===== src/etc_pkg.sv =====
// package of register map, field positions, codes and state for the capture timer core
`default_nettype none
package etc_pkg;

    ////////////////////////////////////////////////////////////////////////////
    // register byte addresses on the apb bus
    localparam logic [7:0] ADDR_CTRL_ZERO = 8'h00;
    localparam logic [7:0] ADDR_CTRL_ONE = 8'h04;
    localparam logic [7:0] ADDR_CTRL_TWO = 8'h08;
    localparam logic [7:0] ADDR_CNT_LO = 8'h0C;
    localparam logic [7:0] ADDR_CNT_HI = 8'h10;
    localparam logic [7:0] ADDR_CMPA_LO = 8'h14;
    localparam logic [7:0] ADDR_CMPA_HI = 8'h18;
    localparam logic [7:0] ADDR_CMPB_LO = 8'h1C;
    localparam logic [7:0] ADDR_CMPB_HI = 8'h20;
    localparam logic [7:0] ADDR_STATUS = 8'h24;

    ////////////////////////////////////////////////////////////////////////////
    // timer_control_zero fields
    localparam int PAUSE_BIT = 7;
    localparam int CLK_SEL_MSB = 6;
    localparam int CLK_SEL_LSB = 4;
    localparam int ON_BIT = 3;
    localparam int PERIOD_MSB = 2;
    localparam int PERIOD_LSB = 0;

    // timer_control_one fields
    localparam int OP_SEL_MSB = 7;
    localparam int OP_SEL_LSB = 6;
    localparam int PIN_FN_MSB = 5;
    localparam int PIN_FN_LSB = 4;
    localparam int DIR_BIT = 1;
    localparam int CLR_SRC_BIT = 0;
    // direction flag is read only and stays at count-up
    localparam logic [7:0] CTRL_ONE_WMASK = 8'hFD;

    // status flag positions, write one to clear
    localparam int FLAG_CAPTURE = 0;
    localparam int FLAG_PERIOD = 1;
    localparam int FLAG_MATCH_A = 2;
    localparam int FLAG_MATCH_B = 3;

    ////////////////////////////////////////////////////////////////////////////
    // reset values
    localparam logic [7:0] CTRL_RST = 8'h00;
    localparam logic [9:0] VALUE_RST = 10'h000;
    localparam logic [3:0] FLAGS_RST = 4'h0;
    localparam logic [5:0] DIV_RST = 6'h00;

    ////////////////////////////////////////////////////////////////////////////
    // codes
    localparam logic [1:0] MODE_CAPTURE = 2'h1;
    localparam logic [1:0] EDGE_RISE = 2'h0;
    localparam logic [1:0] EDGE_FALL = 2'h1;
    localparam logic [1:0] EDGE_BOTH = 2'h2;
    localparam logic [2:0] CK_SYS_DIV4 = 3'h0;
    localparam logic [2:0] CK_SYS = 3'h1;
    localparam logic [2:0] CK_HIGH_DIV16 = 3'h2;
    localparam logic [2:0] CK_HIGH_DIV64 = 3'h3;
    localparam logic [2:0] CK_TIME_BASE = 3'h4;
    localparam logic [2:0] CK_EXT_RISE = 3'h6;
    localparam logic [2:0] CK_EXT_FALL = 3'h7;
    localparam logic [6:0] PERIOD_STEP_LAST = 7'h7F;
    localparam int NUM_PINS = 3;

    ////////////////////////////////////////////////////////////////////////////
    // whole state of the core
    typedef struct packed {
        logic [7:0] ctrl_zero;
        logic [7:0] ctrl_one;
        logic [7:0] ctrl_two;
        logic [9:0] cnt;
        logic [9:0] cmpa;
        logic [9:0] cmpb;
        logic [3:0] flags;
        logic prev_on;
        logic [5:0] div;
        logic ext_prev;
        logic [2:0] sync1;
        logic [2:0] sync2;
        logic [2:0] pin_prev;
        logic [31:0] rdata;
        logic slverr;
    } etc_state_s;

endpackage
`default_nettype wire


===== src/etc_core.sv =====
// capture timer core: 10-bit counter, three comparators, capture input mode, apb registers
//
// Contract
// - capture operation is selected by op select field value 01
// - capture edge selects rising, falling or both via pin function bits
// - counter starts when counter on bit rises in capture operation
// - selected pin edge copies count into compare A and raises request
// - pin activity never stops or reloads counter; runs until on bit falls
// - period match resets counter to zero, limiting the maximum count
// - period match in capture operation also raises a request
// - pin function 11 disables all capture while counter keeps running
// - transitions of a pin driven as output may still capture
// - clear source select and duty period swap ignored in capture operation
// - capture drives no timer output; level and polarity bits unused
// - period value zero lets the counter run its full range
// - 10-bit counter clocked from selectable internal or external source
// - three comparators A, B and period compare the counter
// - period compares three bits to top counter bits; A and B all bits
// - software changes counter only by clearing via on bit rising
// - counter clears on overflow or comparator match, raising a request
// - counter read as low byte and two-bit high register
// - compare A and B held in read/write low and high registers
// - unimplemented high register bits read as zero
// - clock select codes pick divided system, time base or pin edges
// - pause bit freezes counter, clearing resumes from held value
// - on bit low stops and holds counter; rising edge clears it
// - period codes give 128 to 896 clocks, code zero gives 1024
//
// The APB slave port and the placing of the registers were chosen for this implementation.
`timescale 1ns/1ps
`default_nettype none
module etc_core (
    // clock and reset
    input wire logic I_MCLK,
    input wire logic I_SRST,
    // apb slave
    input wire logic I_PSEL,
    input wire logic I_PENABLE,
    input wire logic I_PWRITE,
    input wire logic [7:0] I_PADDR,
    input wire logic [31:0] I_PWDATA,
    input wire logic [3:0] I_PSTRB,
    output logic [31:0] O_PRDATA,
    output logic O_PREADY,
    output logic O_PSLVERR,
    // counting sources
    input wire logic I_TIME_BASE_TICK,
    input wire logic I_EXT_COUNT_CLOCK_PIN,
    // capture pins
    input wire logic I_CAPTURE_PIN_ZERO,
    input wire logic I_CAPTURE_PIN_ONE,
    input wire logic I_CAPTURE_PIN_TWO,
    // status
    output logic O_CAPTURE_FLAG,
    output logic O_PERIOD_FLAG,
    output logic [9:0] O_COUNTER_VALUE
);

    ////////////////////////////////////////////////////////////////////////////
    // state and decoded controls
    etc_pkg::etc_state_s s;
    etc_pkg::etc_state_s next_s;

    logic on_bit;
    logic pause_bit;
    logic [2:0] clk_sel;
    logic [2:0] period_code;
    logic [1:0] op_select;
    logic [1:0] pin_function;
    logic clear_source_select;
    logic cap_mode;
    logic tick;
    logic [9:0] period_last;
    logic period_hit;
    logic match_a_hit;
    logic match_b_hit;
    logic wrap;
    logic on_rise;
    logic [2:0] pin_rise;
    logic [2:0] pin_fall;
    logic [2:0] pin_sel;
    logic cap_evt;
    logic [2:0] pins;
    logic wr_en;
    logic rd_setup;
    logic addr_hit;
    logic [31:0] rd_mux;

    assign on_bit = s.ctrl_zero[etc_pkg::ON_BIT];
    assign pause_bit = s.ctrl_zero[etc_pkg::PAUSE_BIT];
    assign clk_sel = s.ctrl_zero[etc_pkg::CLK_SEL_MSB:etc_pkg::CLK_SEL_LSB];
    assign period_code = s.ctrl_zero[etc_pkg::PERIOD_MSB:etc_pkg::PERIOD_LSB];
    assign op_select = s.ctrl_one[etc_pkg::OP_SEL_MSB:etc_pkg::OP_SEL_LSB];
    assign pin_function = s.ctrl_one[etc_pkg::PIN_FN_MSB:etc_pkg::PIN_FN_LSB];
    assign clear_source_select = s.ctrl_one[etc_pkg::CLR_SRC_BIT];
    assign cap_mode = (op_select == etc_pkg::MODE_CAPTURE);
    assign on_rise = on_bit && !s.prev_on;

    ////////////////////////////////////////////////////////////////////////////
    // counter clock enable from the selected source
    always_comb begin
        case (clk_sel)
            etc_pkg::CK_SYS_DIV4: tick = (s.div[1:0] == 2'h3);
            etc_pkg::CK_SYS: tick = 1'b1;
            etc_pkg::CK_HIGH_DIV16: tick = (s.div[3:0] == 4'hF);
            etc_pkg::CK_HIGH_DIV64: tick = (s.div == 6'h3F);
            etc_pkg::CK_TIME_BASE: tick = I_TIME_BASE_TICK;
            etc_pkg::CK_EXT_RISE: tick = I_EXT_COUNT_CLOCK_PIN && !s.ext_prev;
            etc_pkg::CK_EXT_FALL: tick = !I_EXT_COUNT_CLOCK_PIN && s.ext_prev;
            default: tick = 1'b0;
        endcase
    end

    ////////////////////////////////////////////////////////////////////////////
    // comparators
    // last count before the period match; code zero wraps at the top value
    assign period_last = {period_code - 3'h1, etc_pkg::PERIOD_STEP_LAST};
    assign period_hit = (s.cnt == period_last);
    assign match_a_hit = (s.cnt == s.cmpa);
    assign match_b_hit = (s.cnt == s.cmpb);
    // capture operation always clears on the period match
    assign wrap = (cap_mode || !clear_source_select) ? period_hit : match_a_hit;

    ////////////////////////////////////////////////////////////////////////////
    // capture pin edge detection, from the second synchroniser stage onward
    assign pins = {I_CAPTURE_PIN_TWO, I_CAPTURE_PIN_ONE, I_CAPTURE_PIN_ZERO};

    genvar gi;
    generate
        for (gi = 0; gi < etc_pkg::NUM_PINS; gi++) begin : g_pin
            assign pin_rise[gi] = s.sync2[gi] && !s.pin_prev[gi];
            assign pin_fall[gi] = !s.sync2[gi] && s.pin_prev[gi];
            always_comb begin
                case (pin_function)
                    etc_pkg::EDGE_RISE: pin_sel[gi] = pin_rise[gi];
                    etc_pkg::EDGE_FALL: pin_sel[gi] = pin_fall[gi];
                    etc_pkg::EDGE_BOTH: pin_sel[gi] = pin_rise[gi] || pin_fall[gi];
                    default: pin_sel[gi] = 1'b0;
                endcase
            end
        end
    endgenerate

    // a selected edge on any pin counts, whoever drives the pin
    assign cap_evt = cap_mode && (|pin_sel);

    ////////////////////////////////////////////////////////////////////////////
    // apb decode
    assign wr_en = I_PSEL && I_PENABLE && I_PWRITE && I_PSTRB[0];
    assign rd_setup = I_PSEL && !I_PENABLE;

    always_comb begin
        addr_hit = 1'b1;
        case (I_PADDR)
            etc_pkg::ADDR_CTRL_ZERO: rd_mux = 32'(s.ctrl_zero);
            etc_pkg::ADDR_CTRL_ONE: rd_mux = 32'(s.ctrl_one);
            etc_pkg::ADDR_CTRL_TWO: rd_mux = 32'(s.ctrl_two);
            etc_pkg::ADDR_CNT_LO: rd_mux = 32'(s.cnt[7:0]);
            etc_pkg::ADDR_CNT_HI: rd_mux = 32'(s.cnt[9:8]);
            etc_pkg::ADDR_CMPA_LO: rd_mux = 32'(s.cmpa[7:0]);
            etc_pkg::ADDR_CMPA_HI: rd_mux = 32'(s.cmpa[9:8]);
            etc_pkg::ADDR_CMPB_LO: rd_mux = 32'(s.cmpb[7:0]);
            etc_pkg::ADDR_CMPB_HI: rd_mux = 32'(s.cmpb[9:8]);
            etc_pkg::ADDR_STATUS: rd_mux = 32'(s.flags);
            default: begin
                rd_mux = 32'h0000_0000;
                addr_hit = 1'b0;
            end
        endcase
    end

    ////////////////////////////////////////////////////////////////////////////
    // next state
    always_comb begin
        next_s = s;
        next_s.div = s.div + 6'h01;
        next_s.ext_prev = I_EXT_COUNT_CLOCK_PIN;
        next_s.sync1 = pins;
        next_s.sync2 = s.sync1;
        next_s.pin_prev = s.sync2;
        next_s.prev_on = on_bit;

        // register reads are prepared in the setup phase
        if (rd_setup) begin
            next_s.rdata = I_PWRITE ? 32'h0000_0000 : rd_mux;
            next_s.slverr = !addr_hit;
        end

        // software writes; the counter has no write path
        if (wr_en) begin
            case (I_PADDR)
                etc_pkg::ADDR_CTRL_ZERO: next_s.ctrl_zero = I_PWDATA[7:0];
                etc_pkg::ADDR_CTRL_ONE: next_s.ctrl_one = I_PWDATA[7:0] & etc_pkg::CTRL_ONE_WMASK;
                etc_pkg::ADDR_CTRL_TWO: next_s.ctrl_two = I_PWDATA[7:0];
                etc_pkg::ADDR_CMPA_LO: next_s.cmpa[7:0] = I_PWDATA[7:0];
                etc_pkg::ADDR_CMPA_HI: next_s.cmpa[9:8] = I_PWDATA[1:0];
                etc_pkg::ADDR_CMPB_LO: next_s.cmpb[7:0] = I_PWDATA[7:0];
                etc_pkg::ADDR_CMPB_HI: next_s.cmpb[9:8] = I_PWDATA[1:0];
                etc_pkg::ADDR_STATUS: next_s.flags = s.flags & ~I_PWDATA[3:0];
                default: next_s.flags = next_s.flags;
            endcase
        end

        // counter: cleared on on-bit rise, held while off or paused
        if (on_rise) begin
            next_s.cnt = etc_pkg::VALUE_RST;
        end else if (on_bit && !pause_bit && tick) begin
            if (wrap) begin
                next_s.cnt = etc_pkg::VALUE_RST;
            end else begin
                next_s.cnt = s.cnt + 10'h001;
            end
            // flags set after the software clear so a same-cycle event wins
            if (period_hit && (cap_mode || !clear_source_select)) begin
                next_s.flags[etc_pkg::FLAG_PERIOD] = 1'b1;
            end
            if (match_a_hit && !cap_mode) begin
                next_s.flags[etc_pkg::FLAG_MATCH_A] = 1'b1;
            end
            if (match_b_hit) begin
                next_s.flags[etc_pkg::FLAG_MATCH_B] = 1'b1;
            end
        end

        // capture wins over a software write to compare A in the same cycle
        if (cap_evt) begin
            next_s.cmpa = s.cnt;
            next_s.flags[etc_pkg::FLAG_CAPTURE] = 1'b1;
        end
    end

    always_ff @(posedge I_MCLK) begin
        if (I_SRST) begin
            s <= '{ctrl_zero: etc_pkg::CTRL_RST, ctrl_one: etc_pkg::CTRL_RST,
                   ctrl_two: etc_pkg::CTRL_RST, cnt: etc_pkg::VALUE_RST,
                   cmpa: etc_pkg::VALUE_RST, cmpb: etc_pkg::VALUE_RST,
                   flags: etc_pkg::FLAGS_RST, prev_on: 1'b0, div: etc_pkg::DIV_RST,
                   ext_prev: 1'b0, sync1: 3'h0, sync2: 3'h0, pin_prev: 3'h0,
                   rdata: 32'h0000_0000, slverr: 1'b0};
        end else begin
            s <= next_s;
        end
    end

    ////////////////////////////////////////////////////////////////////////////
    // outputs; capture drives no timer pin at all
    assign O_PRDATA = s.rdata;
    assign O_PREADY = 1'b1;
    assign O_PSLVERR = s.slverr && I_PSEL && I_PENABLE;
    assign O_CAPTURE_FLAG = s.flags[etc_pkg::FLAG_CAPTURE];
    assign O_PERIOD_FLAG = s.flags[etc_pkg::FLAG_PERIOD];
    assign O_COUNTER_VALUE = s.cnt;
endmodule // etc_core
`default_nettype wire


===== config.mk =====
export PLATFORM = sky130hd
export DESIGN_NAME = etc_core
export DESIGN_NICKNAME = d
export VERILOG_FILES = /design/src/etc_pkg.sv /design/src/etc_core.sv
export SDC_FILE = /design/constraint.sdc
export NUM_CORES = 1
export LEC_CHECK = 0
export BUFFER_PORTS_ARGS = -buffer_cell sky130_fd_sc_hd__buf_2
export CORE_MARGIN = 2
export CORE_UTILIZATION = 55
export DETAILED_ROUTE_END_ITERATION = 10
export PLACE_DENSITY_LB_ADDON = 0.2
export SETUP_SLACK_MARGIN = 0.5
export SLEW_MARGIN = 20
export SYNTH_ARGS = -nofsm -noshare
export SYNTH_HDL_FRONTEND = slang
export SYNTH_SLANG_ARGS = --single-unit
export TNS_END_PERCENT = 30

===== constraint.sdc =====
create_clock -name I_MCLK -period 2.85 [get_ports I_MCLK]
set_clock_uncertainty 0.1 [all_clocks]
set_input_delay 0.285 -clock I_MCLK [delete_from_list [all_inputs] [get_ports I_MCLK]]
set_output_delay 0.285 -clock I_MCLK [all_outputs]
set_load 0.02 [all_outputs]

==> results by stage, run 1 <==
Logic synthesis:
- The share of the Yosys chip area taken by registers is 36.5%.
- Counting instances in the post-synthesis netlist gives the leading cell types as sky130_fd_sc_hd__dfxtp_1 (83), sky130_fd_sc_hd__nor2_1 (72), sky130_fd_sc_hd__mux2i_1 (47).
- The share of synthesized area in the top cell type comes to 36.5%.
- For this run, the leading register cell type out of synthesis is sky130_fd_sc_hd__dfxtp_1.
- The gate count after technology mapping is 521.
- The number of distinct library cell variants in the gate-level netlist after synthesis is 51.
- Sorting the synthesized cells by area gives the leading types as sky130_fd_sc_hd__dfxtp_1 (37%), sky130_fd_sc_hd__mux2i_1 (10%), sky130_fd_sc_hd__buf_4 (7.1%).
- The synthesized design contains 0 enable-type register cells.
- The number of storage elements in the synthesis netlist is 83.
- The count of yosys warnings during synthesis is 0.
- The most common cell in the synthesized netlist is sky130_fd_sc_hd__dfxtp_1.
- The mean instance size in the synthesized netlist is 8.73 µm².
- Counting flops with an async set or reset pin after synthesis yields a share of 0%.
- The cell type contributing the most total cell area after synthesis is sky130_fd_sc_hd__dfxtp_1.
- The synthesized netlist occupies a cell area of 4550 µm².

Timing:
- The final number of setup-violating endpoints is 0.
- The number of hold violations in the final report is 0.
- The minimum period implied by the final worst setup slack is 2220 ps.
- The total count of max-transition violations in the final report came to 0.
- The transition time at the pin with the least slew margin is 790 ps.
- The tightest hold path in the finished design has a slack of 31.2 ps.
- The worst relative slew slack is 47.3%.
- Setup repair after global routing left no endpoint under its margin.
- Setup slack closes at 630 ps.
- The worst path uses 77.9% of the clock period.
- The total negative slack is 0 ps.
- Timing would allow up to 450 MHz.

Detailed routing:
- Before antenna repair, the detailed router went through 5 iterations.
- The total wirelength of the detailed-routed design is 10600 µm.
- The first-iteration detailed-routing DRC count is 210.
- The number of remaining DRC errors is 0.
- The routed via count divided by cell count is 5.52.
- The count of nets left with antenna violations once routing finished came out at 0.
- The detailed router placed 3598 vias in this run.
- The average wire length per cell after detail routing is 16.3 µm.

Floorplanning:
- The horizontal die dimension is 94.9 µm.
- For this design the top-level I/O count stands at 100.
- Once the floorplan was initialized, standard cells occupied 55.9% of the core.
- The region available for standard cell placement spans 8130 µm².
- The die is 94.9 µm tall.
- The die covers 9010 µm².
- Row generation in the floorplan step produced 33 rows.

Clock network:
- The total number of clock tree sinks is 83.
- After clock tree synthesis, the clock-pin slew on the worst setup and hold paths is 90 ps.
- The clock tree from TritonCTS is done.
- The number of hold buffers added after cts is 0.
- The clock insertion delay at the later pin of the skew report is 370 ps.
- The number of setup buffers added after CTS is 0.
- Counting along the longest clock path gives a buffer depth of 2.
- Counting the buffers created by CTS gives 9.
- The H-tree was split into 3 levels.
- The buffer cell driving the clock tree root is sky130_fd_sc_hd__clkbuf_8.

Global routing:
- The global-route wire length before repair is 16900 µm.
- The via count of the first global-routing pass is 3375.
- The global-route total usage across every layer is 24.8%.
- The initial antenna violation count is 0.
- The maximum number of pins on one net before global-route repair is 55.
- The overflow left after global routing is 0.

Placed design:
- The post-placement cell area is 4640 µm².
- The count of buffers from port buffering is 47.
- Once detailed placement completed, the half-perimeter wirelength came to 7770 µm.
- The weighted congestion at the end of routability-driven global placement is 0.936.
- The pre-CTS setup slack is 548 ps.

Power and ir drop:
- The fraction of power spent switching nets is 26.8%.
- The clock network accounts for 36.8% of the total power.
- VDD sags by at most 285 µV.
- The net switching power of the design is 562 µW.
- Summed over all cells, the static leakage comes to 2.16 nW.
- The internal cell power is 1.53 mW.
- In this run the power density over the cells is 434 nW/µm².
- Combinational logic burns 7.1% of the power.
- The completed layout was analyzed and its total power is 2.09 mW.
- The share of total power in sequential cells is 56.1%.

Critical path:
- For this run, the slowest stage of the critical path takes 380 ps.
- STA classifies the critical path startpoint as a register.
- The critical path in this run is classified as register to register.
- The setup slack on the worst flop-to-flop path is 630 ps.
- The worst path arrival time is 2390 ps.
- The maximum fanout along the worst path is 9.
- The launching instance or port of the critical path is period_code[0].
- The required time of the worst setup path is 3020 ps.
- Walking the worst path, the cells encountered are inv_1 > ha_1 > xnor2_1 > a211oi_1 > nand4_1 > nand3_2 > o21ai_0 > a22o_1.
- The reg-to-reg critical path endpoint is O_COUNTER_VALUE[3].
- The library cell contributing the largest single delay on the critical path is sky130_fd_sc_hd__dfxtp_1.
- STA classifies the critical path endpoint as a register.
- The startpoint identified for the worst register-to-register timing path is period_code[0].
- The cell depth of the worst flop-to-flop path is 8.

Flow run:
- The number of max-cap violations is 0.

Layout:
- The fraction of final layout cells with drive strength greater than 1 is 16.6%.
- The layout has 748 filler cells.
- The summed area of non-filler cells in the final layout is 4830 µm².
- The repair_antennas step left the layout with diodes totalling 0.
- The net count of the finished layout is 605.
- The post-synthesis to final-layout area growth is 6.11%.

Hold path:
- The sink of the worst hold path is next_s[36].
- The number of stages on the worst hold path is 2.
- The path type of the worst min-delay path is input port to register.
- The critical hold path startpoint is I_CAPTURE_PIN_ZERO.

Outcome:
- The run finished with clean final reports.
worst max-delay path by stage:
stage / endpoint / slack (ps)
6_report: O_COUNTER_VALUE[3] / 630
5_1_grt: O_COUNTER_VALUE[7] / 510
4_1_cts: O_COUNTER_VALUE[4] / 510
3_5_place_dp: O_COUNTER_VALUE[3] / 550
3_3_place_gp: O_COUNTER_VALUE[6] / 560
2_1_floorplan: s[64] / 820
stage by stage:
stage / std cells / utilization, %
2_1_floorplan: 544 / -
3_3_place_gp: 636 / 57.1
3_5_place_dp: 636 / 57.1
4_1_cts: 652 / 59.2
5_1_grt: 652 / 59.3
6_report: 652 / 59.3
cell type report:
class / count / area [µm²] / area share (%)
clock buffers: 9 / 124 / 2.57
clock inverters: 7 / 51.3 / 1.06
inverters: 10 / 37.5 / 0.778
multi-input cells: 379 / 2490 / 51.7
flip-flops and latches: 83 / 1660 / 34.4
well taps: 105 / 131 / 2.72
repair buffers: 59 / 325 / 6.74
per-layer routing:
metal | track usage [%] | up-vias | share of wire [%]
li1 | - | 1788 | -
met1 | 32.8 | 1685 | 45
met2 | 39.4 | 103 | 47
met3 | 4.39 | 22 | 5.0
met4 | 11.7 | 0 | 3.1
met5 | 0 | - | 0
power groups by stage:
| stage | clock (mW) | combinational [mW] | sequential, mW |
|---|---|---|---|
| floorplan | 0 | 0.124 | 1.20 |
| global placement | 0 | 0.144 | 1.20 |
| detailed placement | 0 | 0.147 | 1.20 |
| CTS | 0.791 | 0.147 | 1.17 |
| global route | 0.831 | 0.165 | 1.18 |
| finish | 0.770 | 0.149 | 1.17 |
flip-flops by register name (all words and copies together), names as in the netlist, 2 cells and up:
signal           flops
clk_sel              3
s                   44
O_COUNTER_VALUE     10
O_PRDATA             8
period_code          3
pin_function         2
next_s               7
op_select            2
cell usage in the layout (no fill, tap or decap), types with 3 or more instances in the layout:
master                     count
sky130_fd_sc_hd__nor3_1        7
sky130_fd_sc_hd__xnor2_1      10
sky130_fd_sc_hd__buf_4        12
sky130_fd_sc_hd__and3_1       11
sky130_fd_sc_hd__nor2_1       71
sky130_fd_sc_hd__nand2_1      21
sky130_fd_sc_hd__nor2_2        3
sky130_fd_sc_hd__xor2_1       18
sky130_fd_sc_hd__a211oi_1      3
sky130_fd_sc_hd__mux2i_1      47
sky130_fd_sc_hd__mux2_2        8
sky130_fd_sc_hd__a22oi_1      12
sky130_fd_sc_hd__dfxtp_1      83
sky130_fd_sc_hd__ha_1          9
sky130_fd_sc_hd__buf_2        47
sky130_fd_sc_hd__clkbuf_8      9
sky130_fd_sc_hd__nand3b_1      4
sky130_fd_sc_hd__nor4_1        4
sky130_fd_sc_hd__a22o_1       19
sky130_fd_sc_hd__o21ai_0      18
sky130_fd_sc_hd__a21oi_1      17
sky130_fd_sc_hd__nand4_1       6
sky130_fd_sc_hd__conb_1       25
sky130_fd_sc_hd__nor2b_1      21
sky130_fd_sc_hd__nand3_1      12
sky130_fd_sc_hd__nand2b_1      4
sky130_fd_sc_hd__or3_1         4
sky130_fd_sc_hd__inv_1        10
critical path, delay by kind of cell (launching register included):
family / cells / cell delay (ps)
AOI/OAI and AO/OA: 3 / 580
xor gates and xnor gates: 1 / 120
adders and majority gates: 1 / 300
buffers and inverters: 1 / 70
DFF: 1 / 380
and+or+nand+nor: 2 / 550
what timing repair did:
action | in CTS | in global routing
gates resized for setup | 0 | 2
endpoints found under the hold margin | 0 | 0
setup endpoints to repair | 0 | 8
cells by family (layout without fill, tap and decap cells):
logic type	after synthesis	after routing	share of synthesized area [%]
XOR/XNOR	28	28	5.39
AO/OA/AOI/OAI	82	82	12.4
other	2	25	0.165
adder cells (fa/ha/maj)	9	9	2.48
buffers and inverters	82	85	10.7
multiplexers	55	55	12.3
flip-flops	83	83	36.5
AND/OR/NAND/NOR	180	180	20.0
Power figures use the tool's default switching activity.
==> inputs of run 2 (changes only) <==
--- a/config.mk
+++ b/config.mk
@@ -7,7 +7,7 @@
 export LEC_CHECK = 0
 export BUFFER_PORTS_ARGS = -buffer_cell sky130_fd_sc_hd__buf_2
 export CORE_MARGIN = 2
-export CORE_UTILIZATION = 55
+export CORE_UTILIZATION = 49
 export DETAILED_ROUTE_END_ITERATION = 10
 export PLACE_DENSITY_LB_ADDON = 0.2
 export SETUP_SLACK_MARGIN = 0.5
==> constraint.sdc (replaced) <==
create_clock -name I_MCLK -period 2 [get_ports I_MCLK]
set_clock_uncertainty 0.1 [all_clocks]
set_input_delay 0.2 -clock I_MCLK [delete_from_list [all_inputs] [get_ports I_MCLK]]
set_output_delay 0.2 -clock I_MCLK [all_outputs]
set_load 0.02 [all_outputs]
==> results by stage, run 2 (synthesized netlist as in run 1, its figures left out) <==
Layout:
- The top cell types in the final layout, fill and taps aside, are sky130_fd_sc_hd__dfxtp_1 (73), sky130_fd_sc_hd__nor2_1 (69), sky130_fd_sc_hd__buf_2 (47).
- The fraction of final layout cells with drive strength greater than 1 is 29.3%.
- The register with the most flip-flops in the final layout is s.
- In the final design database the tool counted 649 nets.
- The register with the most flip-flops in the layout has 44 of them.
- The number of antenna diodes in the final layout is 0.
- Fill cells in the final layout number 815.
- The summed area of non-filler cells in the final layout is 5490 µm².
- Leaving out fill and tap cells, the most frequent cell in the layout is sky130_fd_sc_hd__dfxtp_1.
- The post-synthesis to final-layout area growth is 20.6%.

Timing:
- The transition time at the pin with the least slew margin is 649 ps.
- The total count of max-transition violations in the final report is 0.
- Setup violations remaining at the end of the flow were counted as 0.
- The final critical-path setup slack is 57.8 ps.
- In the finished design, the share of the clock period the worst path needs comes to 97.1%.
- Setup repair after global routing could not meet its margin everywhere.
- The maximum clock frequency is 515 MHz.
- For the finished layout, the period the worst path requires is 1940 ps.
- The worst relative slew slack is 56.8%.
- The number of hold violations in the final report is 0.

Power and ir drop:
- The clock power share is 37.3%.
- The net switching power of the design is 814 µW.
- The internal cell power is 2.28 mW.
- The largest vdd supply drop is 391 µV.
- Sequential cells account for 54.1% of the total power.
- In this run the power density over the cells is 563 nW/µm².
- Combinational cells account for 8.6% of the total power.
- For this design the static power due to leakage is 2.41 nW.
- The fraction of power spent switching nets is 26.4%.

Placed design:
- At the placement stage, the worst setup path has a slack of -64.1 ps.
- In this run the tool buffered the top-level ports with 47 buffer cells.
- The half-perimeter wire length of the detailed placement result is 8270 µm.
- In this run the cell area measured after placement is 4900 µm².
- The weighted congestion at the end of routability-driven global placement is 0.933.

Detailed routing:
- In this run, the number of DRC markers left after iteration 0 of detailed routing was 258.
- After detailed routing, the total wire length is 12400 µm.
- In the final routed layout, each cell accounts on average for 17.7 µm.
- Once detail routing completed, the nets flagged for antenna violations numbered 0.
- For this run, design rule violations remaining after detail routing come to 0.
- The routed via count divided by cell count is 5.59.
- The final route contains 3921 vias.
- The number of detailed-route iterations in the first pass is 5.

Global routing:
- The via count of the first global-routing pass is 3702.
- The most used routing layer is met2.
- Entering global routing, the biggest net connects 65 pins.
- The initial antenna violation count is 0.
- Global routing consumed, on the met3 layer, 3.69% of the routing resources.
- The global-route wire length before repair is 18400 µm.
- The total overflow left after global routing is 0.
- For this run, global-route usage on met1 was measured as 30.0%.
- For this run, global-route usage on met2 was measured as 38.7%.
- Global routing consumed, over all layers together, 23.3% of the routing resources.

Critical path:
- STA puts the critical path data required time at 2130 ps.
- The number of buffers and inverters on the critical path is 2.
- The signal on the critical path passes through buf_4 > xor2_1 > nor3_1 > nand4_1 > buf_4 > nand3_4 > nor2_4 > a22o_1.
- The worst setup path is launched from a register.
- By instance count, the cell type seen most on the critical path is sky130_fd_sc_hd__buf_4.
- The launch point of the worst reg-to-reg path is O_COUNTER_VALUE[1].
- The maximum fanout along the worst path is 8.
- The worst setup path is captured at a register.
- The critical path's largest stage delay is 370 ps.
- STA puts the critical path data arrival time at 2070 ps.
- The critical path class is register to register.
- On the critical path, the stage with the largest delay is an instance of sky130_fd_sc_hd__dfxtp_4.
- The launching instance or port of the critical path is O_COUNTER_VALUE[1].
- Grouping stages by cell kind, the critical path spends the most delay in simple AND/OR/NAND/NOR gates.

Floorplanning:
- The horizontal die dimension is 100 µm.
- From bottom edge to top edge, the die measures 100 µm.
- The row count is 35.
- The die outline area is 10100 µm².
- The starting utilization of the core area is 49.9%.
- The total area inside the core boundary comes to 9110 µm².
- Pin placement for this block handled 100 I/O pins.

Clock network:
- Clock-pin slew was measured on the worst setup and hold paths at 90 ps.
- The clock tree from TritonCTS is done.
- The root buffer cell chosen for the clock tree is sky130_fd_sc_hd__clkbuf_8.
- The count of H-tree levels built during CTS is 3.
- The clock drives 83 sinks.
- The clock reaches the later pin of the worst-skew pair after 350 ps.
- The longest clock path from root to sink contains 2 buffers.
- The number of CTS-inserted buffers is 9.

Outcome:
- The run finished with clean final reports.

Hold path:
- The worst hold path begins at I_SRST.
- In this run the worst hold path is classified as input port to register.

Flow run:
- The number of max-cap violations is 0.
==> run 2: cell count changes in the layout (fill, tap and decap cells not counted), moves of 5 or more <==
cell / change
sky130_fd_sc_hd__o21ai_1: +8
sky130_fd_sc_hd__o21ai_0: -9
sky130_fd_sc_hd__ha_4: +5
sky130_fd_sc_hd__ha_1: -7
sky130_fd_sc_hd__dlygate4sd3_1: +5
sky130_fd_sc_hd__dfxtp_2: +8
sky130_fd_sc_hd__dfxtp_1: -10
sky130_fd_sc_hd__inv_1: -5
sky130_fd_sc_hd__inv_2: +5
sky130_fd_sc_hd__buf_4: +32
==> run 2: final cells by class <==
class                   count  area [µm²]  share of cell area, %
multi-input cells         383        2780                   50.6
inverters                  10        37.5                  0.684
repair buffers             99         667                   12.2
clock inverters             5        36.3                  0.661
clock buffers              11         151                   2.76
well taps                 111         139                   2.53
flip-flops and latches     83        1680                   30.6
==> run 2: repair_timing <==
item | in CTS | in global routing
hold buffers | 5 | 0
buffers inserted | 3 | 5
pin swaps | 8 | 18
cloned | 1 | 3
gates resized for setup | 10 | 41
endpoints found under the setup margin | 27 | 50
hold endpoints to repair | 5 | 0
==> run 2: path summary, 6_finish.rpt <==
path | end | slack, ps | depth (start not counted)
max | O_COUNTER_VALUE[4] | 60 | 8
min | s[0] | 20 | 2
max reg2reg | O_COUNTER_VALUE[4] | 60 | 8
min reg2reg | next_s[33] | 340 | 1
==> run 2: routing by layer <==
metal / part of all wire, % / up-vias
met5: 0 / -
met4: 2.5 / 0
met3: 5.7 / 28
met2: 47 / 134
met1: 44 / 1874
li1: - / 1885
==> run 2: power groups by stage <==
stage / logic (mW) / clock network [mW] / registers, mW
2_1_floorplan: 0.180 / 0 / 1.71
3_3_place_gp: 0.223 / 0 / 1.71
3_5_place_dp: 0.227 / 0 / 1.71
4_1_cts: 0.239 / 1.17 / 1.67
5_1_grt: 0.288 / 1.24 / 1.67
6_report: 0.264 / 1.15 / 1.67
==> run 2: worst reg2reg max path, delay by kind of cell, from the launching register on <==
kind            cells  cell delay [ps]
flops               1              370
compound gates      1              210
simple gates        4              650
xor+xnor            1              150
buf+inv             2              340
==> run 2: per-stage QoR <==
step                util [%]  std cells  hold WS [ps]  setup TNS, ps  power [mW]
floorplan                  -        544           228              0        1.89
global placement        53.8        669           307           -291        1.93
detailed placement      53.8        669           312           -478        1.94
CTS                     57.4        694        0.0173              0        3.08
global route            60.2        702          14.1              0        3.20
finish                  60.2        702          15.2              0        3.09
